**src/hw/fsbp_regs.vh**
```
`ifndef FSBP_REGS_VH
`define FSBP_REGS_VH

// status register field positions
`define FSBP_SR_LOCK 7
`define FSBP_SR_BP3 6
`define FSBP_SR_TB 5
`define FSBP_SR_BP_HI 4
`define FSBP_SR_BP_LO 2
`define FSBP_SR_WEL 1
`define FSBP_SR_WIP 0

// status register power-up value: lock = 1, bottom = 1, no protection
`define FSBP_SR_RESET 8'hA0
`define FSBP_BP_NONE 4'h0
`define FSBP_BP_ALL 4'hB
`define FSBP_BP_STEP 4'h1

// flag status register field positions
`define FSBP_FS_READY 7
`define FSBP_FS_ERASE_ERR 5
`define FSBP_FS_PROG_ERR 4
`define FSBP_FS_PROT_ERR 1
// flag status power-up value: ready, no errors
`define FSBP_FS_RESET 8'h80

// command opcodes
`define FSBP_OP_WREN 8'h06
`define FSBP_OP_WRDI 8'h04
`define FSBP_OP_RDSR 8'h05
`define FSBP_OP_WRSR 8'h01
`define FSBP_OP_RDFSR 8'h70
`define FSBP_OP_CLFSR 8'h50
`define FSBP_OP_PROG 8'h12
`define FSBP_OP_SERASE 8'hDC
`define FSBP_OP_BERASE 8'hC7

// byte counts of a frame, opcode included
`define FSBP_LEN_CMD 3'h1
`define FSBP_LEN_WRSR 3'h2
`define FSBP_LEN_ERASE 3'h5
`define FSBP_LEN_PROG 3'h6
`define FSBP_LEN_MAX 3'h7
`define FSBP_BIT_LAST 3'h7

// array geometry: 1024 sectors of 64KB, byte address 0 .. 03FF_FFFF
`define FSBP_SECT_HI 25
`define FSBP_SECT_LO 16
`define FSBP_NSECT 11'h400

`endif

```
**src/hw/fsbp_sync.v**
```verilog
`timescale 1ns/10ps
`include "fsbp_regs.vh"

module fsbp_sync #(
  parameter WIDTH = 4
) (
  // clock and reset
  input wire clock,
  input wire resetn,
  // asynchronous inputs and filtered levels
  input wire [WIDTH-1:0] din,
  output wire [WIDTH-1:0] dout
);

  genvar i;
  generate
    for (i = 0; i < WIDTH; i = i + 1) begin : g_bit
      reg s1_q;
      reg s2_q;
      reg s3_q;
      reg lvl_q;
      // three stages; the level moves once stages two and three agree
      always @(posedge clock or negedge resetn) begin
        if (!resetn) begin
          s1_q <= 1'b1;
          s2_q <= 1'b1;
          s3_q <= 1'b1;
          lvl_q <= 1'b1;
        end else begin
          s1_q <= din[i];
          s2_q <= s1_q;
          s3_q <= s2_q;
          if (s2_q == s3_q) begin
            lvl_q <= s3_q;
          end
        end
      end
      assign dout[i] = lvl_q;
    end
  endgenerate

endmodule // fsbp_sync

```
**src/hw/fsbp_decode.v**
```verilog
`timescale 1ns/10ps
`include "fsbp_regs.vh"

module fsbp_decode (
  // protect settings
  input wire top_bottom,
  input wire [3:0] block_protect_field,
  // sector under test
  input wire [9:0] sector,
  // decode results
  output reg hit,
  output reg none
);

  reg [10:0] count;

  // sectors covered: none, 1..512 doubling, or all
  always @* begin
    none = (block_protect_field == `FSBP_BP_NONE);
    if (none) begin
      count = 11'h000;
    end else if (block_protect_field >= `FSBP_BP_ALL) begin
      count = `FSBP_NSECT;
    end else begin
      count = 11'h001 << (block_protect_field - `FSBP_BP_STEP);
    end
    // top counts down from 1023, bottom counts up from 0
    if (top_bottom) begin
      hit = ({1'b0, sector} < count);
    end else begin
      hit = ({1'b0, sector} >= (`FSBP_NSECT - count));
    end
  end

endmodule // fsbp_decode

```
**src/hw/fsbp_top.v**
```verilog
`timescale 1ns/10ps
`include "fsbp_regs.vh"

module fsbp_top #(
  parameter [15:0] WRSR_CYCLES = 16'h0040,
  parameter [15:0] PROG_CYCLES = 16'h0100,
  parameter [15:0] ERASE_CYCLES = 16'h0400
) (
  // clock and reset
  input wire clock,
  input wire resetn,
  // serial link from the host
  input wire sclk,
  input wire cs_n,
  input wire mosi,
  input wire wp_n,
  // serial data out
  output reg miso_q,
  output reg miso_oe_q,
  // observed state
  output reg [7:0] status_q,
  output reg [7:0] flag_status_q,
  output reg busy_q
);

  wire [3:0] pins_s;
  wire sclk_s;
  wire cs_n_s;
  wire mosi_s;
  wire wp_n_s;
  reg sclk_prev_q;
  reg cs_prev_q;
  wire rise;
  wire fall;
  wire frame_end;
  reg [7:0] shift_q;
  reg [2:0] bit_q;
  reg [2:0] nbytes_q;
  reg [7:0] op_q;
  reg [31:0] addr_q;
  reg [7:0] wdata_q;
  reg [7:0] tx_q;
  wire [7:0] byte_v;
  wire byte_done;
  wire [7:0] rd_op;
  reg lock_q;
  reg tb_q;
  reg [3:0] bp_q;
  reg wel_q;
  reg [15:0] busy_cnt_q;
  reg erase_err_q;
  reg prog_err_q;
  reg prot_err_q;
  reg [7:0] status_d;
  reg [7:0] flag_d;
  wire hw_locked;
  wire sect_hit;
  wire bp_none;

  // power-up image, taken apart field by field
  localparam [7:0] SR_INIT = `FSBP_SR_RESET;

  // pins cross into the clock domain
  fsbp_sync #(
    .WIDTH(4)
  ) u_sync (
    .clock(clock),
    .resetn(resetn),
    .din({wp_n, mosi, cs_n, sclk}),
    .dout(pins_s)
  );
  assign sclk_s = pins_s[0];
  assign cs_n_s = pins_s[1];
  assign mosi_s = pins_s[2];
  assign wp_n_s = pins_s[3];

  // protect range decode on the addressed sector
  fsbp_decode u_decode (
    .top_bottom(tb_q),
    .block_protect_field(bp_q),
    .sector(addr_q[`FSBP_SECT_HI:`FSBP_SECT_LO]),
    .hit(sect_hit),
    .none(bp_none)
  );

  // link edges and frame end
  always @(posedge clock or negedge resetn) begin
    if (!resetn) begin
      sclk_prev_q <= 1'b1; // matches the synchroniser preset, no false edge
      cs_prev_q <= 1'b1;
    end else begin
      sclk_prev_q <= sclk_s;
      cs_prev_q <= cs_n_s;
    end
  end
  assign rise = sclk_s & ~sclk_prev_q & ~cs_n_s;
  assign fall = ~sclk_s & sclk_prev_q & ~cs_n_s;
  assign frame_end = cs_n_s & ~cs_prev_q;
  assign byte_v = {shift_q[6:0], mosi_s};
  assign byte_done = rise & (bit_q == `FSBP_BIT_LAST);
  assign rd_op = (nbytes_q == 3'h0) ? byte_v : op_q;

  // status image built from its field positions
  always @* begin
    status_d = 8'h00;
    status_d[`FSBP_SR_LOCK] = lock_q;
    status_d[`FSBP_SR_BP3] = bp_q[3];
    status_d[`FSBP_SR_TB] = tb_q;
    status_d[`FSBP_SR_BP_HI:`FSBP_SR_BP_LO] = bp_q[2:0];
    status_d[`FSBP_SR_WEL] = wel_q;
    status_d[`FSBP_SR_WIP] = busy_q;
  end

  // flag image; ready is the inverse of busy
  always @* begin
    flag_d = 8'h00;
    flag_d[`FSBP_FS_READY] = ~busy_q;
    flag_d[`FSBP_FS_ERASE_ERR] = erase_err_q;
    flag_d[`FSBP_FS_PROG_ERR] = prog_err_q;
    flag_d[`FSBP_FS_PROT_ERR] = prot_err_q;
  end

  // lock bit with write-protect low; no command clears it
  assign hw_locked = lock_q & ~wp_n_s;

  // input shifter, bit and byte counts
  always @(posedge clock or negedge resetn) begin
    if (!resetn) begin
      shift_q <= 8'h00;
      bit_q <= 3'h0;
      nbytes_q <= 3'h0;
      op_q <= 8'h00;
      addr_q <= 32'h0000_0000;
      wdata_q <= 8'h00;
    end else if (cs_n_s) begin
      bit_q <= 3'h0;
      nbytes_q <= 3'h0;
    end else if (rise) begin
      shift_q <= byte_v;
      bit_q <= bit_q + 3'h1;
      if (byte_done) begin
        if (nbytes_q != `FSBP_LEN_MAX) begin
          nbytes_q <= nbytes_q + 3'h1;
        end
        if (nbytes_q == 3'h0) begin
          op_q <= byte_v;
        end else if (nbytes_q < `FSBP_LEN_ERASE) begin
          addr_q <= {addr_q[23:0], byte_v};
        end
        if (nbytes_q == 3'h1) begin
          wdata_q <= byte_v;
        end
      end
    end
  end

  // read path: reload each byte, shift out on falling edges
  always @(posedge clock or negedge resetn) begin
    if (!resetn) begin
      tx_q <= 8'h00;
      miso_q <= 1'b0;
      miso_oe_q <= 1'b0;
    end else if (cs_n_s) begin
      miso_oe_q <= 1'b0;
      miso_q <= 1'b0;
    end else if (byte_done) begin
      if (rd_op == `FSBP_OP_RDSR) begin
        tx_q <= status_d;
        miso_oe_q <= 1'b1;
      end else if (rd_op == `FSBP_OP_RDFSR) begin
        tx_q <= flag_d;
        miso_oe_q <= 1'b1;
      end else begin
        tx_q <= 8'h00;
      end
    end else if (fall) begin
      miso_q <= tx_q[7];
      tx_q <= {tx_q[6:0], 1'b0};
    end
  end

  // command execution at frame end, busy timing
  always @(posedge clock or negedge resetn) begin
    if (!resetn) begin
      lock_q <= SR_INIT[`FSBP_SR_LOCK];
      tb_q <= SR_INIT[`FSBP_SR_TB];
      bp_q <= `FSBP_BP_NONE;
      wel_q <= 1'b0;
      busy_q <= 1'b0;
      busy_cnt_q <= 16'h0000;
      erase_err_q <= 1'b0;
      prog_err_q <= 1'b0;
      prot_err_q <= 1'b0;
    end else if (busy_q) begin
      // operation ends: ready again, latch dropped
      if (busy_cnt_q == 16'h0000) begin
        busy_q <= 1'b0;
        wel_q <= 1'b0;
      end else begin
        busy_cnt_q <= busy_cnt_q - 16'h0001;
      end
    end else if (frame_end) begin
      case (op_q)
        `FSBP_OP_WREN: begin
          if (nbytes_q == `FSBP_LEN_CMD) begin
            wel_q <= 1'b1;
          end
        end
        `FSBP_OP_WRDI: begin
          if (nbytes_q == `FSBP_LEN_CMD) begin
            wel_q <= 1'b0;
          end
        end
        `FSBP_OP_CLFSR: begin
          if (nbytes_q == `FSBP_LEN_CMD) begin
            erase_err_q <= 1'b0;
            prog_err_q <= 1'b0;
            prot_err_q <= 1'b0;
          end
        end
        `FSBP_OP_WRSR: begin
          if (nbytes_q >= `FSBP_LEN_WRSR) begin
            if (wel_q && !hw_locked) begin
              lock_q <= wdata_q[`FSBP_SR_LOCK];
              tb_q <= wdata_q[`FSBP_SR_TB];
              bp_q <= {wdata_q[`FSBP_SR_BP3],
                       wdata_q[`FSBP_SR_BP_HI:`FSBP_SR_BP_LO]};
              busy_q <= 1'b1;
              busy_cnt_q <= WRSR_CYCLES;
            end else begin
              wel_q <= 1'b0;
            end
          end
        end
        `FSBP_OP_PROG: begin
          if ((nbytes_q >= `FSBP_LEN_PROG) && wel_q) begin
            if (sect_hit) begin
              prog_err_q <= 1'b1;
              prot_err_q <= 1'b1;
              wel_q <= 1'b0;
            end else begin
              busy_q <= 1'b1;
              busy_cnt_q <= PROG_CYCLES;
            end
          end
        end
        `FSBP_OP_SERASE: begin
          if ((nbytes_q == `FSBP_LEN_ERASE) && wel_q) begin
            if (sect_hit) begin
              erase_err_q <= 1'b1;
              prot_err_q <= 1'b1;
              wel_q <= 1'b0;
            end else begin
              busy_q <= 1'b1;
              busy_cnt_q <= ERASE_CYCLES;
            end
          end
        end
        `FSBP_OP_BERASE: begin
          if ((nbytes_q == `FSBP_LEN_CMD) && wel_q) begin
            if (!bp_none) begin
              erase_err_q <= 1'b1;
              prot_err_q <= 1'b1;
              wel_q <= 1'b0;
            end else begin
              busy_q <= 1'b1;
              busy_cnt_q <= ERASE_CYCLES;
            end
          end
        end
        default: begin
          wel_q <= wel_q;
        end
      endcase
    end
  end

  // observable copies of the register images
  always @(posedge clock or negedge resetn) begin
    if (!resetn) begin
      status_q <= SR_INIT; // busy bit clear, matches ready below
      flag_status_q <= `FSBP_FS_RESET;
    end else begin
      status_q <= status_d;
      flag_status_q <= flag_d;
    end
  end

endmodule // fsbp_top

```
**config.mk**
```make
export PLATFORM = sky130hd
export DESIGN_NAME = fsbp_top
export DESIGN_NICKNAME = d
export VERILOG_FILES = /design/src/hw/fsbp_sync.v /design/src/hw/fsbp_decode.v /design/src/hw/fsbp_top.v
export VERILOG_INCLUDE_DIRS = /design/src /design/src/hw
export SDC_FILE = /design/constraint.sdc
export NUM_CORES = 1
export LEC_CHECK = 0
export ABC_AREA = 1
export BUFFER_PORTS_ARGS = -buffer_cell sky130_fd_sc_hd__clkbuf_2
export CAP_MARGIN = 10
export CORE_MARGIN = 4
export CORE_UTILIZATION = 50
export CTS_BUF_LIST = sky130_fd_sc_hd__clkbuf_2 sky130_fd_sc_hd__clkbuf_4 sky130_fd_sc_hd__clkbuf_8
export CTS_CLUSTER_DIAMETER = 200
export DETAILED_ROUTE_END_ITERATION = 10
export PLACE_DENSITY = 0.67
export SLEW_MARGIN = 20
export SYNTH_ARGS = -nofsm -noshare
export SYNTH_HDL_FRONTEND = slang
export SYNTH_SLANG_ARGS = --single-unit
```
**constraint.sdc**
```tcl
create_clock -name clock -period 3.4 [get_ports clock]
set_clock_uncertainty 0.15 [all_clocks]
set_input_delay 0.51 -clock clock [delete_from_list [all_inputs] [get_ports clock]]
set_output_delay 0.51 -clock clock [all_outputs]
set_load 0.01 [all_outputs]
```
### Word level (Yosys, flattened, before mapping)

Index checks and enable logic that the tools add are counted.

| storage, ports and cells | value |
|---|---|
| register bits | 122 |
| input bits | 6 |
| output and inout bits | 19 |
| logic and storage cells | 205 |

| operators by class | value |
|---|---|
| $add $sub $neg | 5 |
| order comparisons | 6 |
| eq/ne operators | 39 |
| shift-type cells | 1 |
| mux-type cells | 68 |
| bitwise logic cells | 14 |
| reduce and logical (&&, ||, !) cells | 34 |

Operators by type and width:

| kind | count |
|---|---|
| 2-to-1 mux 16 bit | 11 |
| one-hot mux 16 bit (4 select lines) | 1 |
| 2-to-1 mux 8 bit | 5 |
| != test 3 bit (second input constant) | 13 |
| 2-to-1 mux 1 bit | 38 |
| == test 8 x 3 -> 1 bit (second input constant) | 3 |
| 2-to-1 mux 11 bit | 2 |
| AND reduction 11 bit | 2 |
| 2-to-1 mux 3 bit | 6 |
| == test 8 x 7 -> 1 bit (second input constant) | 2 |
| == test 8 bit (second input constant) | 2 |
| logical NOT 16 bit | 1 |
| != test 2 bit (second input constant) | 8 |
| AND reduction 8 bit | 2 |
| subtractor 16 x 1 -> 16 bit (second input constant) | 1 |
| nonzero test 2 bit | 7 |
| greater-or-equal comparator 10 x 11 -> 1 bit | 1 |
| < comparator 10 x 11 -> 1 bit | 1 |
| left shift 1 x 4 -> 11 bit (first input constant) | 1 |
| subtractor 11 bit (first input constant) | 1 |
| AND reduction 5 bit | 2 |
| == test 8 x 1 -> 1 bit (second input constant) | 1 |
| == test 8 x 5 -> 1 bit (second input constant) | 1 |
| one-hot mux 1 bit (4 select lines) | 2 |
| other kinds (27) | 53 |

### Logic depth before layout (Yosys ltp)

Gate-level depths: netlist (run 1).

| logic depth | value |
|---|---|
| word-level depth | 12 |
| depth in mapped cells | 25 |
| gate-level depth less buffers | 24 |

### Cells and area by module

A second synthesis (run 1) with hierarchy kept.

| second synthesis, totals | value |
|---|---|
| cells, all modules | 812 |
| area total of the unflattened synthesis | 6,409.9 µm² |

Modules (own cells, without submodules):

| module | times used | cells an instance | area each (µm²) | seq. area each (µm²) |
|---|---|---|---|---|
| fsbp_top | 1 | 651 | 5,196.2 | 2,611.3 |
| fsbp_decode | 1 | 125 | 698.2 | 0.0 |
| fsbp_sync | 1 | 36 | 515.5 | 420.4 |

### Worst setup path before layout (run 1)

Ideal clock, no wire load.

| path | value |
|---|---|
| kind | register -> register |
| start point | register bp_q[3] |
| end point | register busy_cnt_q[9] |
| data arrival time | 2.747 ns |
| required time | 3.133 ns |
| setup slack | 0.386 ns |
| stages on the path, launching flop included | 25 |
| buffers on the path | 1 |
| period minus slack after synthesis | 3.014 ns |
| cells stage by stage | dfrtp_1 nor2_1 nand2_1 ha_1 inv_1 a21oi_1 nand3_1 nand3b_1 o21ai_0 ha_1 nand2_1 inv_1 a21oi_1 nand2_1 nand2_1 nand2_1 nand2_1 nand2_1 nand2_1 nand2_2 nand2_2 nand2_4 buf_6 nand2_1 nand2_1 |

| between the ends | value |
|---|---|
| longest elaborated chain between the ends | 9 |
| elaborated cells between the ends (all ways) | 14 |
| classes of those cells | add/sub (2); order compare (3); eq/ne (3); shift (1); mux (3); reduce/logical (2) |

RTL lines:

| element | RTL line | source |
|---|---|---|
| start, declared | fsbp_top.v:48 | `reg [3:0] bp_q;` |
| start signal, assigned | fsbp_top.v:187 | `` bp_q <= `FSBP_BP_NONE; `` |
| start signal, assigned | fsbp_top.v:226 | `` bp_q <= {wdata_q[`FSBP_SR_BP3], `` |
| subtractor 4 x 1 -> 4 bit (no line) | -- |  |
| left shift 1 x 4 -> 11 bit | fsbp_decode.v:25 | `` count = 11'h001 << (block_protect_field - `FSBP_BP_STEP); `` |
| 2-to-1 mux 11 bit | fsbp_decode.v:22 | `` end else if (block_protect_field >= `FSBP_BP_ALL) begin `` |
| 2-to-1 mux 11 bit | fsbp_decode.v:20 | `if (none) begin` |
| subtractor 11 bit (no line) | -- |  |
| greater-or-equal comparator 10 x 11 -> 1 bit | fsbp_decode.v:31 | `` hit = ({1'b0, sector} >= (`FSBP_NSECT - count)); `` |
| 2-to-1 mux 1 bit | fsbp_decode.v:28 | `if (top_bottom) begin` |
| != test 3 bit (no line) | -- |  |
| AND reduction 11 bit (no line) * | -- |  |
| end signal, assigned | fsbp_top.v:200 | `busy_cnt_q <= busy_cnt_q - 16'h0001;` |
| end, declared | fsbp_top.v:50 | `reg [15:0] busy_cnt_q;` |

Every way passes the cells marked *; elsewhere a longest branch is shown, timed or not.
A chain may end at the register's enable or synchronous reset.

### Final worst setup path (run 1)

| path | value |
|---|---|
| start point | register bp_q[1] |
| end point | register busy_cnt_q[8] |

The elaborated chain is that of the path after synthesis.

==> reports/qor.txt, run 1 <==
status = complete, no violations
post-synthesis sequential area ratio = 49.5%
Max-Cap Viols = 0
Final GP Congestion = 0.904
number of global-route vias before repair = 4614
Hold Vio Cnt, Final = 0
post-route ant nets = 0
setup TNS = 0 ns
drt via density = 5.31
total gr overflow = 0
post-detail-place hpwl = 9360 microns
Avg Cell Area, Syn = 8.34 sq um
chip width = 119 microns
Lkg Pwr = 3.52 nW
Core Area = 12000 sq um
setup violators final = 0
clock sink total = 120
Hold WC Path Type = reg -> reg
#FFs+latches synth = 120
Synth cell types = 40
Finished Core Util = 57.4%
DRC errors left = 0
# nets final = 802
Max clock buf depth = 2
clock latency on the worst-skew pair = 0.45 ns
Layout area overhead = 12.5%
Crit Path Max Fanout = 15
Mapped Area = 6120 sq um
fin cells = 929
die area = 14100 sq um
Worst-path clk slew = 0.07 ns
first-pass GRT wire length = 22300 microns
Starting DRT DRC Count = 357
ant diodes = 0
total CTS buffers = 17
initial antenna violation count = 0
largest net degree at the start of global routing = 70
via count = 4936
drt total wl = 13000 microns
routed len/inst = 14.0 microns
gr usage total = 19.8%
Slew headroom = 49.9%
WP data required = 3.63 ns
placed cells = 890
Max Fclk = 320 MHz
Worst Path Arrival = 3.35 ns
Peak VDD IR = 0.336 mV
Port Buf Inserts = 20
count of pins over their slew limit = 0
Synthesis Warnings = 0
Final min period = 3.12 ns
DRT Pass-1 Iters = 5
Final period util = 91.8%
Startpoint Class = register
Finished Cell Area = 6890 sq um
Die H = 119 microns
internal reg-to-reg setup slack = 0.28 ns
kind of end point of the critical path = register
share of cells above drive strength 1 = 15.9%
dpl cell area = 6380 sq um
Row Count = 40
worst-margin pin slew = 0.751 ns
initial core utilization = 51.0%
kind of critical path = reg -> reg
Layout fillers = 1113
CTS tree = done
htree depth = 4
PD cells = 474 nW/um^2
clock root cell = clkbuf_8
RSZ-0062 raised after global routing = no
Syn Inst Count = 734
# IOs = 25
[worst paths after layout]
kind | from | endpoint | cells past startpoint
setup / recovery | bp_q[1] | busy_cnt_q[8] | 24
min in group asynchronous | resetn | bp_q[2] | 2
hold / removal | u_sync.g_bit[1].s1_q | u_sync.g_bit[1].s2_q | 0
max in group asynchronous | resetn | u_sync.g_bit[0].s1_q | 3
hold reg to reg | u_sync.g_bit[1].s1_q | u_sync.g_bit[1].s2_q | 0
setup reg to reg | bp_q[1] | busy_cnt_q[8] | 24
[sequential cells by signal, indices dropped and copies added (netlist names), 3 cells and up]
register / cells
addr_q: 26
nbytes_q: 3
u_sync.g_bit.s2_q: 4
u_sync.g_bit.s3_q: 4
bp_q: 4
u_sync.g_bit.s1_q: 4
u_sync.g_bit.lvl_q: 4
shift_q: 7
wdata_q: 6
busy_cnt_q: 16
flag_status_q: 4
op_q: 8
bit_q: 3
status_q: 8
tx_q: 8
[cell families (layout without fill, tap and decap cells)]
family | count (synthesis) | count (layout) | share of synthesized area, %
DFF | 120 | 120 | 49.5
other | 1 | 4 | 0.0613
xor gates and xnor gates | 13 | 13 | 1.86
and+or+nand+nor | 357 | 357 | 25.4
AOI/OAI and AO/OA | 115 | 115 | 10.0
muxes | 3 | 3 | 0.552
buffers and inverters | 94 | 139 | 6.40
adders and majority gates | 31 | 31 | 6.17
[layer usage]
metal / up-vias / wire length (microns) / track usage, %
met5: - / 0 / 0
met4: 0 / 223 / 6.73
met3: 21 / 668 / 5.60
met2: 130 / 5850 / 29.2
met1: 2334 / 6300 / 28.0
li1: 2451 / - / -
[Yosys cell counts, drive strengths merged]
cell type  count  area, sq um
nand2        192          743
dfrtp         97         2430
nor2          90          374
inv           72          270
o21ai         71          355
nand3         51          265
a21oi         34          170
ha            27          338
dfstp         23          604
nor3          16          114
buf           11         80.1
clkbuf        11         41.3
xor2           8         70.1
xnor2          5         43.8
maj3           4         40.0
nand4          4         31.3
mux2           3         33.8
nand3b         3         22.5
o22ai          3         18.8
a21boi         1         7.51
a21o           1         7.51
a22o           1         8.76
a31oi          1         6.26
a32o           1         10.0
conb           1         3.75
nor4           1         6.26
o211ai         1         21.3
o21a           1         7.51
[critical path, stage by stage (launching register included)]
cell	delay, ns
dfrtp_2	0.45
inv_2	0.09
nor2_2	0.05
nand2_1	0.10
ha_2	0.20
inv_1	0.08
a21oi_2	0.15
nand3_1	0.10
nand3b_1	0.17
o21ai_0	0.09
ha_1	0.27
nand2_2	0.08
inv_1	0.04
a21oi_1	0.13
nand2_1	0.07
nand2_1	0.05
nand2_1	0.05
nand2_1	0.05
nand2_1	0.06
nand2_2	0.10
nand2_2	0.09
nand2_4	0.11
buf_12	0.15
nand3_1	0.09
nand2_1	0.09
[power breakdown]
part / total (W) / switching (W) / internal [W]
clock network: 0.00130 / 0.000612 / 0.000686
registers: 0.00161 / 0.0000729 / 0.00154
logic: 0.000356 / 0.000247 / 0.000108
[what timing repair did]
item | CTS | global route
buffers inserted | 0 | 2
setup endpoints to repair | 0 | 20
hold buffers | 5 | 0
hold endpoints to repair | 46 | 0
resized for setup | 0 | 13
[area by class of cell]
| class | instances | area [sq um] | area share, % |
|---|---|---|---|
| inverter | 72 | 270 | 3.92 |
| clock buffer | 19 | 255 | 3.71 |
| tap | 147 | 184 | 2.67 |
| clock inverter | 13 | 148 | 2.14 |
| sequential | 120 | 3030 | 44.0 |
| multi-input combinational | 523 | 2750 | 39.8 |
| timing repair buffer | 35 | 253 | 3.67 |
[cells in the final DEF, fill, tap and decap left out, types with 2 or more instances in the layout]
| master | count |
|---|---|
| conb_1 | 4 |
| nand3b_1 | 3 |
| clkinv_2 | 2 |
| bufinv_16 | 2 |
| inv_6 | 2 |
| clkbuf_2 | 19 |
| nand2_4 | 2 |
| clkbuf_8 | 18 |
| dfrtp_1 | 95 |
| ha_1 | 26 |
| nor2_2 | 8 |
| nand4_1 | 3 |
| maj3_1 | 4 |
| buf_4 | 9 |
| dfstp_2 | 23 |
| nand3_1 | 49 |
| a21oi_1 | 33 |
| inv_2 | 7 |
| o22ai_1 | 3 |
| dfrtp_2 | 2 |
| nor3_1 | 13 |
| xor2_1 | 8 |
| nand2_2 | 5 |
| mux2_2 | 3 |
| nor2_1 | 80 |
| inv_1 | 65 |
| dlygate4sd3_1 | 5 |
| buf_12 | 2 |
| xnor2_1 | 5 |
| clkinv_4 | 6 |
| nand2_1 | 184 |
| o21ai_1 | 3 |
| nand3_2 | 2 |
| o21ai_0 | 68 |
| nor3_4 | 3 |
[through the flow]
| step | total power [W] | setup WS (ns) | hold WS (ns) |
|---|---|---|---|
| floorplan | 0.00187 | 0.386 | 0.0644 |
| global placement | 0.00197 | 0.164 | 0.196 |
| detailed placement | 0.00199 | 0.140 | 0.197 |
| CTS | 0.00330 | 0.113 | 0.208 |
| global route | 0.00343 | 0.00472 | 0.208 |
| finish | 0.00326 | 0.280 | 0.206 |
No activity file was read; power rests on OpenSTA's default activity.
==> run 2: changes to the inputs <==
--- a/config.mk
+++ b/config.mk
@@ -9,7 +9,7 @@
 export ABC_AREA = 1
 export BUFFER_PORTS_ARGS = -buffer_cell sky130_fd_sc_hd__clkbuf_2
 export CAP_MARGIN = 10
-export CORE_MARGIN = 4
+export CORE_MARGIN = 1.5
 export CORE_UTILIZATION = 50
 export CTS_BUF_LIST = sky130_fd_sc_hd__clkbuf_2 sky130_fd_sc_hd__clkbuf_4 sky130_fd_sc_hd__clkbuf_8
 export CTS_CLUSTER_DIAMETER = 200
==> reports/qor.txt, run 2 (synthesized netlist as in run 1, its figures left out) <==
clock root cell = clkbuf_8
PD cells = 490 nW/um^2
Layout fillers = 1066
Die H = 114 microns
Port Buf Inserts = 20
Final GP Congestion = 0.914
Max Fclk = 319 MHz
hold path depth = 0
Crit Path Max Fanout = 6
R2R cell count = 24
die area = 12900 sq um
ant diodes = 0
number of global-route vias before repair = 4577
setup TNS = 0 ns
status = complete, no violations
DRC errors left = 0
Starting DRT DRC Count = 332
post-route ant nets = 0
Max clock buf depth = 2
Layout area overhead = 13.0%
post-detail-place hpwl = 9360 microns
Max-Cap Viols = 0
htree depth = 4
clock sink total = 120
WP data required = 3.63 ns
setup violators final = 0
chip width = 114 microns
most common cell after layout, fill and taps aside = nand2_1
most frequent cells in the layout = 186 x nand2_1, 94 x dfrtp_1, 80 x nor2_1, 68 x o21ai_0, 65 x inv_1
via count = 4934
DRT Pass-1 Iters = 5
kind of critical path = reg -> reg
total gr overflow = 0
Worst-path clk slew = 0.07 ns
count of pins over their slew limit = 0
Hold WC Path Type = reg -> reg
# IOs = 25
clock latency on the worst-skew pair = 0.45 ns
Top Registers = addr_q (26), busy_cnt_q (16)
Core Area = 12000 sq um
Peak VDD IR = 0.373 mV
Startpoint Class = register
worst-margin pin slew = 0.711 ns
Slew headroom = 52.5%
initial core utilization = 51.2%
gr usage total = 22.1%
routed len/inst = 14.1 microns
Reg area = 3040 sq um
drt via density = 5.31
Multi-input gate area = 2740 sq um
Row Count = 40
CTS tree = done
drt total wl = 13100 microns
kind of end point of the critical path = register
Largest Register = addr_q
max reg flops = 26
total CTS buffers = 17
share of cells above drive strength 1 = 15.6%
Hold Vio Cnt, Final = 0
first-pass GRT wire length = 22100 microns
initial antenna violation count = 0
# nets final = 802
Lkg Pwr = 3.53 nW
Total Power = 0.00339 W
Final period util = 92.2%
Worst Path Arrival = 3.36 ns
largest net degree at the start of global routing = 92
Final min period = 3.13 ns
## run 2: stage by stage
stage / hold WS (ns) / std cells / cell area [sq um] / util, % / worst slack, ns
global route: 0.213 / 929 / 6920 / 57.9 / -0.000438
CTS: 0.209 / 926 / 6860 / 57.3 / 0.0312
global placement: 0.195 / 889 / 6360 / 53.2 / 0.174
finish: 0.207 / 929 / 6920 / 57.9 / 0.266
detailed placement: 0.197 / 889 / 6360 / 53.2 / 0.0496
floorplan: 0.0644 / 737 / 6130 / - / 0.386
## run 2: cell type report
type                            count  share of cell area, %
Clock buffer                       18                   3.58
Clock inverter                     14                   2.84
Inverter                           72                   3.91
Multi-Input combinational cell    523                   39.6
Sequential cell                   120                   43.9
Tap cell                          147                   2.66
Timing Repair Buffer               35                   3.53
## run 2: critical path: stages (launching register included)
cell and delay (ns):
dfrtp_2 0.44, inv_2 0.10, nor2_2 0.06, nand2_1 0.09, ha_1 0.20, inv_1 0.10
a21oi_2 0.14, nand3_1 0.10, nand3b_1 0.18, o21ai_0 0.09, ha_1 0.27, nand2_1 0.09
inv_1 0.04, a21oi_1 0.14, nand2_1 0.07, nand2_1 0.05, nand2_1 0.04, nand2_1 0.05
nand2_1 0.06, nand2_2 0.11, nand2_2 0.08, nand2_4 0.11, buf_4 0.16, nand3_1 0.08
nand2_1 0.08
## run 2: routing by layer
metal	global-route usage, %	wire length [microns]
met5	0	0
met4	8.17	257
met3	6.48	588
met2	32.5	5850
met1	31.0	6400
## run 2: final timing paths
kind | startpoint | to | slack (ns)
worst max-delay path | bp_q[1] | busy_cnt_q[15] | 0.27
worst min register to register | u_sync.g_bit[1].s1_q | u_sync.g_bit[1].s2_q | 0.21
worst min-delay path | u_sync.g_bit[1].s1_q | u_sync.g_bit[1].s2_q | 0.21
max in group asynchronous | resetn | sclk_prev_q | 1.89
worst max register to register | bp_q[1] | busy_cnt_q[15] | 0.27
min in group asynchronous | resetn | status_q[2] | 0.38
## run 2: where the power goes
group	leakage [nW]	internal, W	total, W	switching, W
registers	1.56	0.00154	0.00161	0.0000751
logic	1.75	0.000108	0.000359	0.000251
clock network	0.216	0.000822	0.00142	0.000598
## run 2: repair_timing
item	4_1_cts	5_1_grt
setup buffers	0	3
gates resized for setup	0	13
hold buffers	5	0
hold endpoints to repair	30	0
setup endpoints to repair	0	20
==> run 3: changes to the inputs <==
==> constraint.sdc (replaced) <==
create_clock -name clock -period 2.95 [get_ports clock]
set_clock_uncertainty 0.15 [all_clocks]
set_input_delay 0.4425 -clock clock [delete_from_list [all_inputs] [get_ports clock]]
set_output_delay 0.4425 -clock clock [all_outputs]
set_load 0.01 [all_outputs]
==> reports/qor.txt, run 3 (synthesized netlist as in run 1, its figures left out) <==
status = complete, no violations
gr usage total = 22.8%
clock root cell = clkbuf_8
Max clock buf depth = 2
Startpoint Class = register
Switching Fraction = 27.8%
kind of end point of the critical path = register
Top Registers = addr_q (26), busy_cnt_q (16)
cell mode on critical path = nand2_1
worst-margin pin slew = 0.521 ns
Row Count = 40
ant diodes = 0
most common cell after layout, fill and taps aside = nand2_1
combinational share of power = 11.0%
DRT Pass-1 Iters = 5
# nets final = 824
total CTS buffers = 17
clock latency on the worst-skew pair = 0.45 ns
Peak VDD IR = 0.395 mV
first-pass GRT wire length = 22900 microns
Worst-path clk slew = 0.07 ns
Multi-input gate area = 2830 sq um
worst path cell trace = inv_2 > nor2_2 > nand2_2 > ha_4 > inv_2 > a21oi_4 > nand3_2 > nand3b_1 > o21ai_1 > ha_1 > nand2_1 > inv_1 > a21oi_2 > nand2_1 > nand2_1 > nand2_1 > nand2_1 > nand2_1 > nand2_2 > nand2_4 > nand2_8 > nand2_4 > nand2_1 > nand2_1
CP max stage delay = 0.41 ns
chip width = 114 microns
Total Power = 0.00375 W
htree depth = 4
Hold Vio Cnt, Final = 0
initial core utilization = 51.2%
via count = 5050
internal reg-to-reg setup slack = 0.05 ns
Layout area overhead = 16.7%
RSZ-0062 raised after global routing = yes
sw power = 0.00104 W
Worst Path Arrival = 3.09 ns
Finished Cell Area = 7150 sq um
Final period util = 98.2%
total gr overflow = 0
initial antenna violation count = 0
Max-Cap Viols = 0
kind of critical path = reg -> reg
setup violators final = 0
Reg area = 3030 sq um
Largest Register = addr_q
# IOs = 25
Clock power frac = 39.5%
CTS tree = done
dpl cell area = 6510 sq um
Starting DRT DRC Count = 327
count of pins over their slew limit = 0
WP data required = 3.14 ns
DRC errors left = 0
most frequent cells in the layout = 177 x nand2_1, 97 x dfrtp_1, 79 x nor2_1, 66 x o21ai_0, 62 x inv_1
routed len/inst = 14.3 microns
Layout fillers = 1090
number of global-route vias before repair = 4827
Crit Path Max Fanout = 8
Seq pwr share = 49.5%
slowest stage cell, crit path = dfrtp_1
cell internal pwr = 0.00271 W
drt total wl = 13600 microns
largest net degree at the start of global routing = 82
PD cells = 525 nW/um^2
max reg flops = 26
Core Area = 12000 sq um
Max Fclk = 345 MHz
Lkg Pwr = 3.64 nW
post-route ant nets = 0
Final GP Congestion = 0.939
Hold WC Path Type = reg -> reg
share of cells above drive strength 1 = 19.7%
Port Buf Inserts = 20
clock sink total = 120
Final min period = 2.90 ns
drt via density = 5.31
Buf+Inv Stages, Crit Path = 3
post-detail-place hpwl = 9560 microns
die area = 12900 sq um
Slew headroom = 65.3%
critical path's top delay family = simple AND/OR/NAND/NOR gates
Die H = 114 microns
run 3: cell count changes in the layout (fill, tap and decap cells not counted), moves of 3 or more:
cell     change
inv_1        -3
buf_4       +18
inv_2        +3
nand2_1      -9
dfrtp_1      +3
nand2_2      +7
dfrtp_2      -3
run 3: area by class of cell:
type	instances	share of cell area, %
tap	147	2.57
clock inverter	11	1.73
inverter	72	3.78
sequential	120	42.4
clock buffer	21	3.87
timing repair buffer	56	6.02
multi-input combinational	524	39.6
run 3: timing repair:
item	CTS	global route
resized for setup	5	31
hold endpoints to repair	35	0
setup buffers	0	6
hold buffers	5	0
gates cloned	0	2
pin swaps	0	20
setup endpoints to repair	17	21
run 3: path summary, 6_finish.rpt:
path	startpoint	to	cells after the start
setup / recovery	bp_q[0]	busy_cnt_q[15]	24
hold / removal	u_sync.g_bit[3].s1_q	u_sync.g_bit[3].s2_q	0
setup reg to reg	bp_q[0]	busy_cnt_q[15]	24
hold reg to reg	u_sync.g_bit[3].s1_q	u_sync.g_bit[3].s2_q	0
max in group asynchronous	resetn	u_sync.g_bit[1].lvl_q	3
min in group asynchronous	resetn	flag_status_q[4]	2
run 3: power groups by stage:
stage | Clock, W | Combinational [W] | Sequential (W)
2_1_floorplan | 0 | 0.000295 | 0.00186
3_3_place_gp | 0 | 0.000396 | 0.00188
3_5_place_dp | 0 | 0.000409 | 0.00189
4_1_cts | 0.00152 | 0.000417 | 0.00186
5_1_grt | 0.00158 | 0.000475 | 0.00187
6_report | 0.00148 | 0.000413 | 0.00186
run 3: worst reg2reg max path: stages, from the launching register on:
cell	delay [ns]
dfrtp_1	0.41
inv_2	0.08
nor2_2	0.04
nand2_2	0.10
ha_4	0.14
inv_2	0.04
a21oi_4	0.14
nand3_2	0.09
nand3b_1	0.18
o21ai_1	0.11
ha_1	0.26
nand2_1	0.09
inv_1	0.05
a21oi_2	0.10
nand2_1	0.06
nand2_1	0.07
nand2_1	0.05
nand2_1	0.06
nand2_1	0.05
nand2_2	0.09
nand2_4	0.08
nand2_8	0.11
nand2_4	0.11
nand2_1	0.09
nand2_1	0.05
run 3: layer usage:
metal	track usage (%)	wire [microns]	vias to the layer above
met5	0	0	-
met1	31.6	6430	2390
met2	34.1	6160	136
met3	6.22	667	33
met4	8.92	333	0
li1	-	-	2491
run 3: per-stage QoR:
stage / setup slack (ns) / utilization (%) / hold slack (ns) / TNS [ns] / cells
floorplan: 0.0106 / - / -0.00309 / 0 / 737
global placement: 0.0318 / 54.4 / 0.196 / 0 / 908
detailed placement: -0.0811 / 54.4 / 0.197 / -1.01 / 908
CTS: 0.0259 / 58.4 / 0.207 / 0 / 945
global route: -0.266 / 59.7 / 0.209 / -4.99 / 951
finish: 0.0518 / 59.7 / 0.207 / 0 / 951
